**config.mk**
```make
export PLATFORM = sky130hd
export DESIGN_NAME = csw_top
export DESIGN_NICKNAME = d
export VERILOG_FILES = /design/src/logic/csw_pkg.sv /design/src/logic/csw_unlock.sv /design/src/logic/csw_refdiv.sv /design/src/logic/csw_top.sv
export SDC_FILE = /design/constraint.sdc
export NUM_CORES = 1
export LEC_CHECK = 0
export BUFFER_PORTS_ARGS = -buffer_cell sky130_fd_sc_hd__buf_2
export CORE_AREA = 2 2 88 90
export DETAILED_ROUTE_END_ITERATION = 10
export DIE_AREA = 0 0 90 92
export HOLD_SLACK_MARGIN = 0.06
export PLACE_DENSITY = 0.49
export SLEW_MARGIN = 20
export SYNTH_ARGS = -nofsm -noshare
export SYNTH_HDL_FRONTEND = slang
export SYNTH_SLANG_ARGS = --single-unit
export TNS_END_PERCENT = 10
```
**constraint.sdc**
```tcl
create_clock -name clk -period 2.2 [get_ports clk]
set_clock_uncertainty 0.1 [all_clocks]
set_input_delay 0.11 -clock clk [delete_from_list [all_inputs] [get_ports clk]]
set_output_delay 0.11 -clock clk [all_outputs]
set_load 0.02 [all_outputs]
```
**src/logic/csw_pkg.sv**
```systemverilog
// constants and carrier types shared by the clock switch block
package csw_pkg;

  // ==========================================================
  // bus geometry
  localparam int ADDR_W = 4;
  localparam int DATA_W = 8;
  localparam int SRC_W = 3;
  localparam int DIV_W = 4;

  // ==========================================================
  // register byte addresses
  localparam logic [ADDR_W-1:0] ADR_OSC_LO = 4'h0;
  localparam logic [ADDR_W-1:0] ADR_OSC_HI = 4'h1;
  localparam logic [ADDR_W-1:0] ADR_REF_LO = 4'h2;
  localparam logic [ADDR_W-1:0] ADR_REF_HI = 4'h3;

  // ==========================================================
  // unlock keys, first and second write of each byte
  localparam logic [DATA_W-1:0] KEY_HI_FIRST = 8'h78;
  localparam logic [DATA_W-1:0] KEY_HI_SECOND = 8'h9A;
  localparam logic [DATA_W-1:0] KEY_LO_FIRST = 8'h46;
  localparam logic [DATA_W-1:0] KEY_LO_SECOND = 8'h57;

  // ==========================================================
  // field positions inside each byte lane
  localparam int OSC_LO_SWEN_BIT = 0;
  localparam int OSC_LO_LOCK_BIT = 5;
  localparam int OSC_HI_NEW_LSB = 0;
  localparam int OSC_HI_CUR_LSB = 4;
  localparam int REF_HI_EN_BIT = 7;
  localparam int REF_HI_SLP_BIT = 5;
  localparam int REF_HI_SEL_BIT = 4;
  localparam int REF_HI_DIV_LSB = 0;

  // ==========================================================
  // reset values
  localparam logic [SRC_W-1:0] RST_NEW_SRC = 3'h0;
  localparam logic [SRC_W-1:0] RST_CUR_SRC = 3'h0;
  localparam logic [DIV_W-1:0] RST_DIV = 4'h0;

  // ==========================================================
  // carriers
  typedef struct packed {
    logic [ADDR_W-1:0] addr;
    logic [DATA_W-1:0] wdata;
    logic wr;
    logic rd;
  } csw_bus_req_t;

  // pins from outside the clock domain, listed msb first, in sync bit order
  typedef struct packed {
    logic halfRateMode;
    logic primaryMode;
    logic sleepMode;
    logic pllLock;
    logic switchDone;
    logic primaryCrystalIn;
  } csw_pins_t;

  localparam int SY_N = 6;
  localparam int SY_PRIM = 0;
  localparam int SY_DONE = 1;
  localparam int SY_LOCK = 2;
  localparam int SY_SLEEP = 3;
  localparam int SY_PMODE = 4;
  localparam int SY_HALF = 5;

endpackage

```
**src/logic/csw_unlock.sv**
```systemverilog
// two-key unlock detector guarding one protected register byte
`timescale 1ns/1ps
module csw_unlock #(
  parameter int DATA_W = 8,
  parameter logic [DATA_W-1:0] KEY_FIRST = 8'h00,
  parameter logic [DATA_W-1:0] KEY_SECOND = 8'h01
) (
  input wire logic clk,
  input wire logic nrst,
  input wire logic access,
  input wire logic hit,
  input wire logic [DATA_W-1:0] wdata,
  output logic open
);

  // ==========================================================
  // elaboration checks
  if (DATA_W < 1) begin : g_chk_w
    $error("csw_unlock: DATA_W must be at least 1");
  end
  if (KEY_FIRST == KEY_SECOND) begin : g_chk_k
    $error("csw_unlock: the two keys must differ");
  end

  typedef struct packed {
    logic armed;
    logic open;
  } csw_ulk_state_t;

  csw_ulk_state_t st_r;
  csw_ulk_state_t st_nxt;

  // ==========================================================
  // every bus access advances the sequence; idle cycles do not,
  // so any other access between the keys breaks it
  always_comb begin
    st_nxt = st_r;
    if (access) begin
      st_nxt.armed = hit && (wdata == KEY_FIRST);
      st_nxt.open = st_r.armed && hit && (wdata == KEY_SECOND);
    end
  end

  // state register
  always_ff @(posedge clk or negedge nrst) begin
    if (!nrst) begin
      st_r <= '0;
    end else begin
      st_r <= st_nxt;
    end
  end

  assign open = st_r.open;

endmodule

```
**src/logic/csw_refdiv.sv**
```systemverilog
// reference clock divider with period-boundary code reload
`timescale 1ns/1ps
module csw_refdiv #(
  parameter int DIV_W = 4
) (
  input wire logic clk,
  input wire logic nrst,
  input wire logic run,
  input wire logic tick,
  input wire logic [DIV_W-1:0] divSel,
  output logic clkOut
);

  if (DIV_W < 1 || DIV_W > 8) begin : g_chk
    $error("csw_refdiv: DIV_W must lie between 1 and 8");
  end

  typedef struct packed {
    logic [DIV_W-1:0] cnt;
    logic [DIV_W-1:0] code;
    logic level;
  } csw_div_state_t;

  csw_div_state_t st_r;
  csw_div_state_t st_nxt;

  // ==========================================================
  // each half period lasts code+1 ticks; a new code is taken only
  // at the end of a high half or while stopped, so no period mixes two codes
  always_comb begin
    st_nxt = st_r;
    if (!run) begin
      // stop forces low at once: the source may already be halted
      st_nxt.level = 1'b0;
      st_nxt.cnt = '0;
      st_nxt.code = divSel;
    end else if (tick) begin
      if (st_r.cnt == st_r.code) begin
        st_nxt.cnt = '0;
        st_nxt.level = !st_r.level;
        if (!st_r.level) begin
          st_nxt.code = st_r.code;
        end
        if (st_r.level) begin
          st_nxt.code = divSel;
        end
      end else begin
        st_nxt.cnt = DIV_W'(st_r.cnt + 1'b1);
      end
    end
  end

  // state register
  always_ff @(posedge clk or negedge nrst) begin
    if (!nrst) begin
      st_r <= '0;
    end else begin
      st_r <= st_nxt;
    end
  end

  assign clkOut = st_r.level;

endmodule

```
**src/logic/csw_top.sv**
```systemverilog
// oscillator switch request path and reference clock output
`timescale 1ns/1ps
module csw_top (
  input wire logic clk,
  input wire logic nrst,
  input csw_pkg::csw_bus_req_t busReq,
  input csw_pkg::csw_pins_t pins,
  output logic [csw_pkg::DATA_W-1:0] rdData,
  output logic switchRequest,
  output logic [csw_pkg::SRC_W-1:0] switchTarget,
  output logic [csw_pkg::SRC_W-1:0] currentSource,
  output logic halfRateClockOut,
  output logic refClockPin,
  output logic refClockPinOe_n,
  output logic primaryOscPowerDown
);

  // ==========================================================
  // state of the block, registered as one word
  typedef struct packed {
    logic [csw_pkg::SY_N-1:0] sync1;
    logic [csw_pkg::SY_N-1:0] sync2;
    logic donePrev;
    logic primPrev;
    logic [csw_pkg::SRC_W-1:0] newSource;
    logic [csw_pkg::SRC_W-1:0] curSource;
    logic swEnable;
    logic refEnable;
    logic refSleepRun;
    logic refSourceSel;
    logic [csw_pkg::DIV_W-1:0] refDivSel;
    logic [csw_pkg::DATA_W-1:0] rdata;
    logic halfClk;
    logic oscPowerDown;
    logic pinOe_n;
  } csw_state_t;

  csw_state_t st_r;
  csw_state_t st_nxt;

  // ==========================================================
  // elaboration checks on the shared constants: a field that
  // spills out of its byte or lands on a neighbour would corrupt
  // both the write decode and the read-back without a warning
  if ($bits(csw_pkg::csw_pins_t) != csw_pkg::SY_N) begin : g_chk_sync
    $error("csw_top: synchroniser width differs from the pin group");
  end
  if (csw_pkg::SY_PRIM >= csw_pkg::SY_N ||
      csw_pkg::SY_DONE >= csw_pkg::SY_N ||
      csw_pkg::SY_LOCK >= csw_pkg::SY_N ||
      csw_pkg::SY_SLEEP >= csw_pkg::SY_N ||
      csw_pkg::SY_PMODE >= csw_pkg::SY_N ||
      csw_pkg::SY_HALF >= csw_pkg::SY_N) begin : g_chk_sy_idx
    $error("csw_top: a pin index lies outside the synchroniser");
  end
  if (csw_pkg::OSC_HI_NEW_LSB + csw_pkg::SRC_W >
      csw_pkg::OSC_HI_CUR_LSB) begin : g_chk_hi_new
    $error("csw_top: new and current source fields overlap");
  end
  if (csw_pkg::OSC_HI_CUR_LSB + csw_pkg::SRC_W >
      csw_pkg::DATA_W) begin : g_chk_hi_cur
    $error("csw_top: current source field leaves the byte");
  end
  if (csw_pkg::OSC_LO_SWEN_BIT >= csw_pkg::DATA_W ||
      csw_pkg::OSC_LO_LOCK_BIT >= csw_pkg::DATA_W) begin : g_chk_lo_bits
    $error("csw_top: a low byte status bit lies outside the byte");
  end
  if (csw_pkg::OSC_LO_SWEN_BIT ==
      csw_pkg::OSC_LO_LOCK_BIT) begin : g_chk_lo_eq
    $error("csw_top: switch enable and lock status share a bit");
  end
  if (csw_pkg::REF_HI_DIV_LSB + csw_pkg::DIV_W >
      csw_pkg::REF_HI_SEL_BIT) begin : g_chk_div
    $error("csw_top: divider field runs into the select bit");
  end
  if (csw_pkg::REF_HI_EN_BIT == csw_pkg::REF_HI_SLP_BIT ||
      csw_pkg::REF_HI_EN_BIT == csw_pkg::REF_HI_SEL_BIT ||
      csw_pkg::REF_HI_SLP_BIT == csw_pkg::REF_HI_SEL_BIT) begin : g_chk_ref
    $error("csw_top: two reference control bits share a position");
  end
  if (csw_pkg::REF_HI_EN_BIT >= csw_pkg::DATA_W) begin : g_chk_ref_en
    $error("csw_top: reference enable bit lies outside the byte");
  end
  if (csw_pkg::ADR_OSC_LO == csw_pkg::ADR_OSC_HI ||
      csw_pkg::ADR_OSC_LO == csw_pkg::ADR_REF_HI ||
      csw_pkg::ADR_OSC_HI == csw_pkg::ADR_REF_HI) begin : g_chk_adr
    $error("csw_top: two register bytes share an address");
  end

  // ==========================================================
  // bus decode
  logic access;
  logic wrOscLo;
  logic wrOscHi;
  logic wrRefHi;
  logic openLo;
  logic openHi;
  logic refLevel;

  // reads and writes alike count as one instruction each
  assign access = busReq.wr || busReq.rd;
  assign wrOscLo = busReq.wr && (busReq.addr == csw_pkg::ADR_OSC_LO);
  assign wrOscHi = busReq.wr && (busReq.addr == csw_pkg::ADR_OSC_HI);
  assign wrRefHi = busReq.wr && (busReq.addr == csw_pkg::ADR_REF_HI);

  // ==========================================================
  // key detectors for the two protected bytes
  // a key pair opens its byte for the next access only; the
  // opening survives idle cycles but not a read or another write
  csw_unlock #(
    .DATA_W(csw_pkg::DATA_W),
    .KEY_FIRST(csw_pkg::KEY_HI_FIRST),
    .KEY_SECOND(csw_pkg::KEY_HI_SECOND)
  ) u_unlock_hi (
    .clk(clk),
    .nrst(nrst),
    .access(access),
    .hit(wrOscHi),
    .wdata(busReq.wdata),
    .open(openHi)
  );

  csw_unlock #(
    .DATA_W(csw_pkg::DATA_W),
    .KEY_FIRST(csw_pkg::KEY_LO_FIRST),
    .KEY_SECOND(csw_pkg::KEY_LO_SECOND)
  ) u_unlock_lo (
    .clk(clk),
    .nrst(nrst),
    .access(access),
    .hit(wrOscLo),
    .wdata(busReq.wdata),
    .open(openLo)
  );

  // ==========================================================
  // synchronised pin views, read from the second stage only;
  // every pin reaches the logic two edges late and an edge found
  // on it acts one edge after that, so a done pulse shorter than
  // one clock period may be missed entirely
  logic primSy;
  logic doneSy;
  logic lockSy;
  logic sleepSy;
  logic pmodeSy;
  logic halfSy;
  logic doneRise;
  logic primRise;
  logic sleepRunOk;
  logic refRun;
  logic refTick;

  assign primSy = st_r.sync2[csw_pkg::SY_PRIM];
  assign doneSy = st_r.sync2[csw_pkg::SY_DONE];
  assign lockSy = st_r.sync2[csw_pkg::SY_LOCK];
  assign sleepSy = st_r.sync2[csw_pkg::SY_SLEEP];
  assign pmodeSy = st_r.sync2[csw_pkg::SY_PMODE];
  assign halfSy = st_r.sync2[csw_pkg::SY_HALF];
  assign doneRise = doneSy && !st_r.donePrev;
  assign primRise = primSy && !st_r.primPrev;

  // ==========================================================
  // reference source and sleep gating
  // stopping is immediate, so disabling may shorten the last high
  // half; changing the code never does, it waits for a period end
  // the sleep path needs both bits and a primary oscillator mode
  assign sleepRunOk = st_r.refSleepRun && st_r.refSourceSel && pmodeSy;
  // with the enable clear the divider stops and the pin is released
  assign refRun = st_r.refEnable && (!sleepSy || sleepRunOk);
  // the primary crystal is sampled at the system rate, so it must
  // run well below half of clk for its edges to be seen
  assign refTick = st_r.refSourceSel ? primRise : 1'b1;

  csw_refdiv #(
    .DIV_W(csw_pkg::DIV_W)
  ) u_refdiv (
    .clk(clk),
    .nrst(nrst),
    .run(refRun),
    .tick(refTick),
    .divSel(st_r.refDivSel),
    .clkOut(refLevel)
  );

  // ==========================================================
  // next-state logic
  always_comb begin
    st_nxt = st_r;

    // two-stage synchronisers and edge history
    st_nxt.sync1 = pins;
    st_nxt.sync2 = st_r.sync1;
    st_nxt.donePrev = doneSy;
    st_nxt.primPrev = primSy;

    // new source only in the access right after the high keys
    if (wrOscHi && openHi) begin
      st_nxt.newSource =
        busReq.wdata[csw_pkg::OSC_HI_NEW_LSB +: csw_pkg::SRC_W];
    end

    // a finished switch adopts the target and drops the request;
    // a done edge seen with no request pending is ignored, so a
    // stray edge from the clock mux cannot change the source
    if (doneRise && st_r.swEnable) begin
      st_nxt.curSource = st_r.newSource;
      st_nxt.swEnable = 1'b0;
    end

    // software set is placed after the clear so that it wins
    if (wrOscLo && openLo) begin
      st_nxt.swEnable = busReq.wdata[csw_pkg::OSC_LO_SWEN_BIT];
    end

    // reference control has no key
    if (wrRefHi) begin
      st_nxt.refEnable = busReq.wdata[csw_pkg::REF_HI_EN_BIT];
      st_nxt.refSleepRun = busReq.wdata[csw_pkg::REF_HI_SLP_BIT];
      st_nxt.refSourceSel = busReq.wdata[csw_pkg::REF_HI_SEL_BIT];
      st_nxt.refDivSel =
        busReq.wdata[csw_pkg::REF_HI_DIV_LSB +: csw_pkg::DIV_W];
    end

    // read data live for exactly one cycle; unmapped reads give zero
    // the lock bit is the live synchronised pin, not a stored copy
    st_nxt.rdata = '0;
    if (busReq.rd) begin
      case (busReq.addr)
        csw_pkg::ADR_OSC_LO: begin
          st_nxt.rdata[csw_pkg::OSC_LO_SWEN_BIT] = st_r.swEnable;
          st_nxt.rdata[csw_pkg::OSC_LO_LOCK_BIT] = lockSy;
        end
        csw_pkg::ADR_OSC_HI: begin
          st_nxt.rdata[csw_pkg::OSC_HI_NEW_LSB +: csw_pkg::SRC_W] =
            st_r.newSource;
          st_nxt.rdata[csw_pkg::OSC_HI_CUR_LSB +: csw_pkg::SRC_W] =
            st_r.curSource;
        end
        csw_pkg::ADR_REF_HI: begin
          st_nxt.rdata[csw_pkg::REF_HI_EN_BIT] = st_r.refEnable;
          st_nxt.rdata[csw_pkg::REF_HI_SLP_BIT] = st_r.refSleepRun;
          st_nxt.rdata[csw_pkg::REF_HI_SEL_BIT] = st_r.refSourceSel;
          st_nxt.rdata[csw_pkg::REF_HI_DIV_LSB +: csw_pkg::DIV_W] =
            st_r.refDivSel;
        end
        default: begin
          st_nxt.rdata = '0;
        end
      endcase
    end

    // half-rate clock toggles every cycle while its mode is on
    st_nxt.halfClk = halfSy ? !st_r.halfClk : 1'b0;

    // primary oscillator stays up in sleep whenever sleepRunOk holds, even with the reference enable clear
    st_nxt.oscPowerDown = sleepSy && !sleepRunOk;

    // pad driven (enable low) only while the reference runs
    st_nxt.pinOe_n = !refRun;
  end

  // ==========================================================
  // state register
  always_ff @(posedge clk or negedge nrst) begin
    if (!nrst) begin
      st_r <= '0;
      st_r.newSource <= csw_pkg::RST_NEW_SRC;
      st_r.curSource <= csw_pkg::RST_CUR_SRC;
      st_r.refDivSel <= csw_pkg::RST_DIV;
      st_r.pinOe_n <= 1'b1;
    end else begin
      st_r <= st_nxt;
    end
  end

  // ==========================================================
  // outputs, each from a flip-flop
  // the pad enable and the divider level move on the same edge,
  // so the pin is never released while still driven high
  assign rdData = st_r.rdata;
  assign switchRequest = st_r.swEnable;
  assign switchTarget = st_r.newSource;
  assign currentSource = st_r.curSource;
  assign halfRateClockOut = st_r.halfClk;
  assign refClockPin = refLevel;
  assign refClockPinOe_n = st_r.pinOe_n;
  assign primaryOscPowerDown = st_r.oscPowerDown;

endmodule

```
==> impl_metrics.tcl <==
set metrics [dict create \
    power_leakage_nw 1.26 \
    setup_viol 0 \
    firstDrtPassIters 4 \
    yosysWarnings 0 \
    worstMarginPinSlew_ps 575 \
    post-cts-setup-buffers 0 \
    switching_share 0.256 \
    grt_pass1_wl_mm 7.12 \
    row_count 32 \
    synth-seq-area-share 0.602 \
    syn-instance-count 170 \
    ys_types 38 \
    max_freq_mhz 591 \
    yosys.area.top_type "dfrtp_1" \
    power_frac_comb 0.136 \
    fin_nets 242 \
    synth_area_mm2 0.00216 \
    setup_ws_ps 509 \
    place_ws_ps 499 \
    hold_violations 0 \
    die_area_mm2 0.00828 \
    ir_drop_uv 323 \
    diodes 0 \
    yosysTopAreaCellShare 0.590 \
    cts_buffer_depth 2 \
    power_frac_seq 0.530 \
    min_path_cells 3 \
    cts.clk_slew.worst_paths_ps 100 \
    critical_path_class "register to register" \
    cts_max_level 2 \
    vias 1371 \
    io_pins 41 \
    status "finished clean" \
    numCtsBuffers 5 \
    cts_root_buffer "clkbuf_8" \
    min_from "busReq[10]" \
    hp-class "primary input to register" \
    cts_tree "yes" \
    final_max_slew_viol_count 0 \
    antenna_found_initial 0 \
    final_cells 322 \
    period_share 0.769 \
    clkPwrFrac 0.334 \
    first_global_vias 1399 \
    fillers 771 \
    crit_path_end_kind "register" \
    grt.overflow.total 0 \
    cts.sinks 52 \
    start_kind "register" \
    place.gp.congestion 0.765 \
    area_growth_pct 24.1 \
    wl_mm 4.18 \
    dp.cells 298 \
    wl_per_cell_um 13.0 \
    drc 0 \
    reg2regPathDepth 4 \
    rsz0062_at_grt "no" \
    fin_setup_tns_ps 0 \
    p_sw_mw 0.533 \
    syn_area_per_cell_um2 12.7 \
    drt-initial-drc-count 59 \
    floorplan.initialDensity 0.290 \
    ys_ff_latch 52 \
    p_per_area_mw_per_mm2 777 \
    core_mm2 0.00745 \
    drt.antenna.violating_nets 0 \
    grt.total_usage 0.110 \
    reg2reg_from "u_refdiv.st_r[6]" \
    hold_slack_ps 89.5 \
    viasPerCell 4.26 \
    synth_area_leaders "dfrtp_1 (59%), mux2_2 (6.2%), buf_4 (5.2%)" \
    grt_max_degree 29 \
    worstPathArrival_ps 1790 \
    maxCapViolations 0 \
    required_ps 2300 \
    internal-power_mw 1.55 \
    drive_above_1_share 0.309 \
    die_h_um 92 \
    place_hpwl_mm 3.09 \
    max-slew-margin-rel 0.617 \
    cp_max_fo 5 \
    portBuffers 40 \
    clock_latency_ps 310 \
    syn_nets 193 \
    post-route-min-period_ps 1690 \
    dieWidth_um 90 \
    cp-startpoint "u_refdiv.st_r[6]" \
]
[cell families after synthesis]
group	synth area share
mux	0.111
xor+xnor	0.0203
flops	0.602
fa+ha+maj	0.00579
simple gates	0.138
buf+inv	0.0590
compound gates	0.0637
[synthesized netlist by cell type, drive strengths merged]
| library cell | number |
|---|---|
| dfstp | 1 |
| or3 | 2 |
| a22o | 2 |
| nor2 | 14 |
| a21boi | 2 |
| nor3 | 2 |
| a32o | 2 |
| a21oi | 2 |
| nand3b | 1 |
| and3 | 4 |
| buf | 16 |
| o21ai | 6 |
| and4b | 1 |
| nand2 | 8 |
| and2b | 1 |
| and2 | 1 |
| nand2b | 2 |
| nor4bb | 2 |
| dfrtp | 51 |
| nor4 | 1 |
| o31ai | 2 |
| nor4b | 1 |
| mux2i | 6 |
| ha | 1 |
| xor2 | 1 |
| nand4 | 3 |
| mux2 | 16 |
| nand3 | 6 |
| nor2b | 4 |
| inv | 3 |
| a31oi | 2 |
| xnor2 | 4 |
[metal layers]
metal	part of all wire	track usage	wire length (um)
met1	0.49	0.151	2040
met2	0.45	0.162	1890
met3	0.037	0.0288	156
met4	0.024	0.0500	100
met5	0	0	0
[registers in the layout (all words and copies together) (netlist names), 3 cells and up]
signal,count
currentSource,3
switchTarget,3
rdData,8
st_nxt,6
u_refdiv.st_r,8
st_r,9
[per-stage QoR]
step	util	area, um^2	power [mW]
finish	0.360	2680	2.08
CTS	0.360	2680	2.12
global placement	0.322	2400	1.39
detailed placement	0.322	2400	1.39
floorplan	-	2160	1.28
global route	0.360	2680	2.20
[worst paths after layout]
check,endpoint,slack (ps)
worst max register to register,u_refdiv.st_r[2],510
worst min-delay path,rdData[1],90
min in group asynchronous,st_r[17],220
worst min register to register,doneSy,250
worst max-delay path,u_refdiv.st_r[2],510
max in group asynchronous,u_refdiv.st_r[8],1230
[cells in the final DEF (no fill, tap or decap), drive strengths merged, types with 2 or more instances in the layout]
cell type | Yosys | routed
dfrtp | 51 | 51
buf | 16 | 42
dlygate4sd3 | 0 | 16
mux2 | 16 | 16
nor2 | 14 | 14
nand2 | 8 | 8
nand3 | 6 | 6
mux2i | 6 | 6
o21ai | 6 | 6
clkbuf | 0 | 6
and3 | 4 | 4
nor2b | 4 | 4
xnor2 | 4 | 4
inv | 3 | 3
nand4 | 3 | 3
a31oi | 2 | 2
or3 | 2 | 2
a21oi | 2 | 2
nor4bb | 2 | 2
a22o | 2 | 2
nor3 | 2 | 2
a32o | 2 | 2
nand2b | 2 | 2
a21boi | 2 | 2
o31ai | 2 | 2
[power by group through the flow]
stage	clock network, mW	registers (mW)	logic [mW]
after floorplan	0	1.11	0.172
final	0.695	1.11	0.284
after global placement	0	1.13	0.265
after global routing	0.756	1.12	0.319
after CTS	0.721	1.11	0.289
after detailed placement	0	1.13	0.266
[final cells by class]
class	instances	area [um^2]	area share
Sequential cell	52	1300	0.486
Multi-Input combinational cell	99	732	0.273
Timing Repair Buffer	58	388	0.145
Tap cell	102	128	0.0476
Clock buffer	6	82.6	0.0308
Clock inverter	2	38.8	0.0145
Inverter	3	11.3	0.00420
[critical path: stages (launching register included)]
cell and delay (ps):
dfrtp_1 420, xnor2_1 200, nand4_2 200, o31ai_4 310, mux2_1 350
[what timing repair did]
action	4_1_cts	5_1_grt
gates resized for setup	0	0
hold buffers	16	0
endpoints found under the setup margin	0	0
hold endpoints to repair	47	0
No activity file was read; power rests on OpenSTA's default activity.
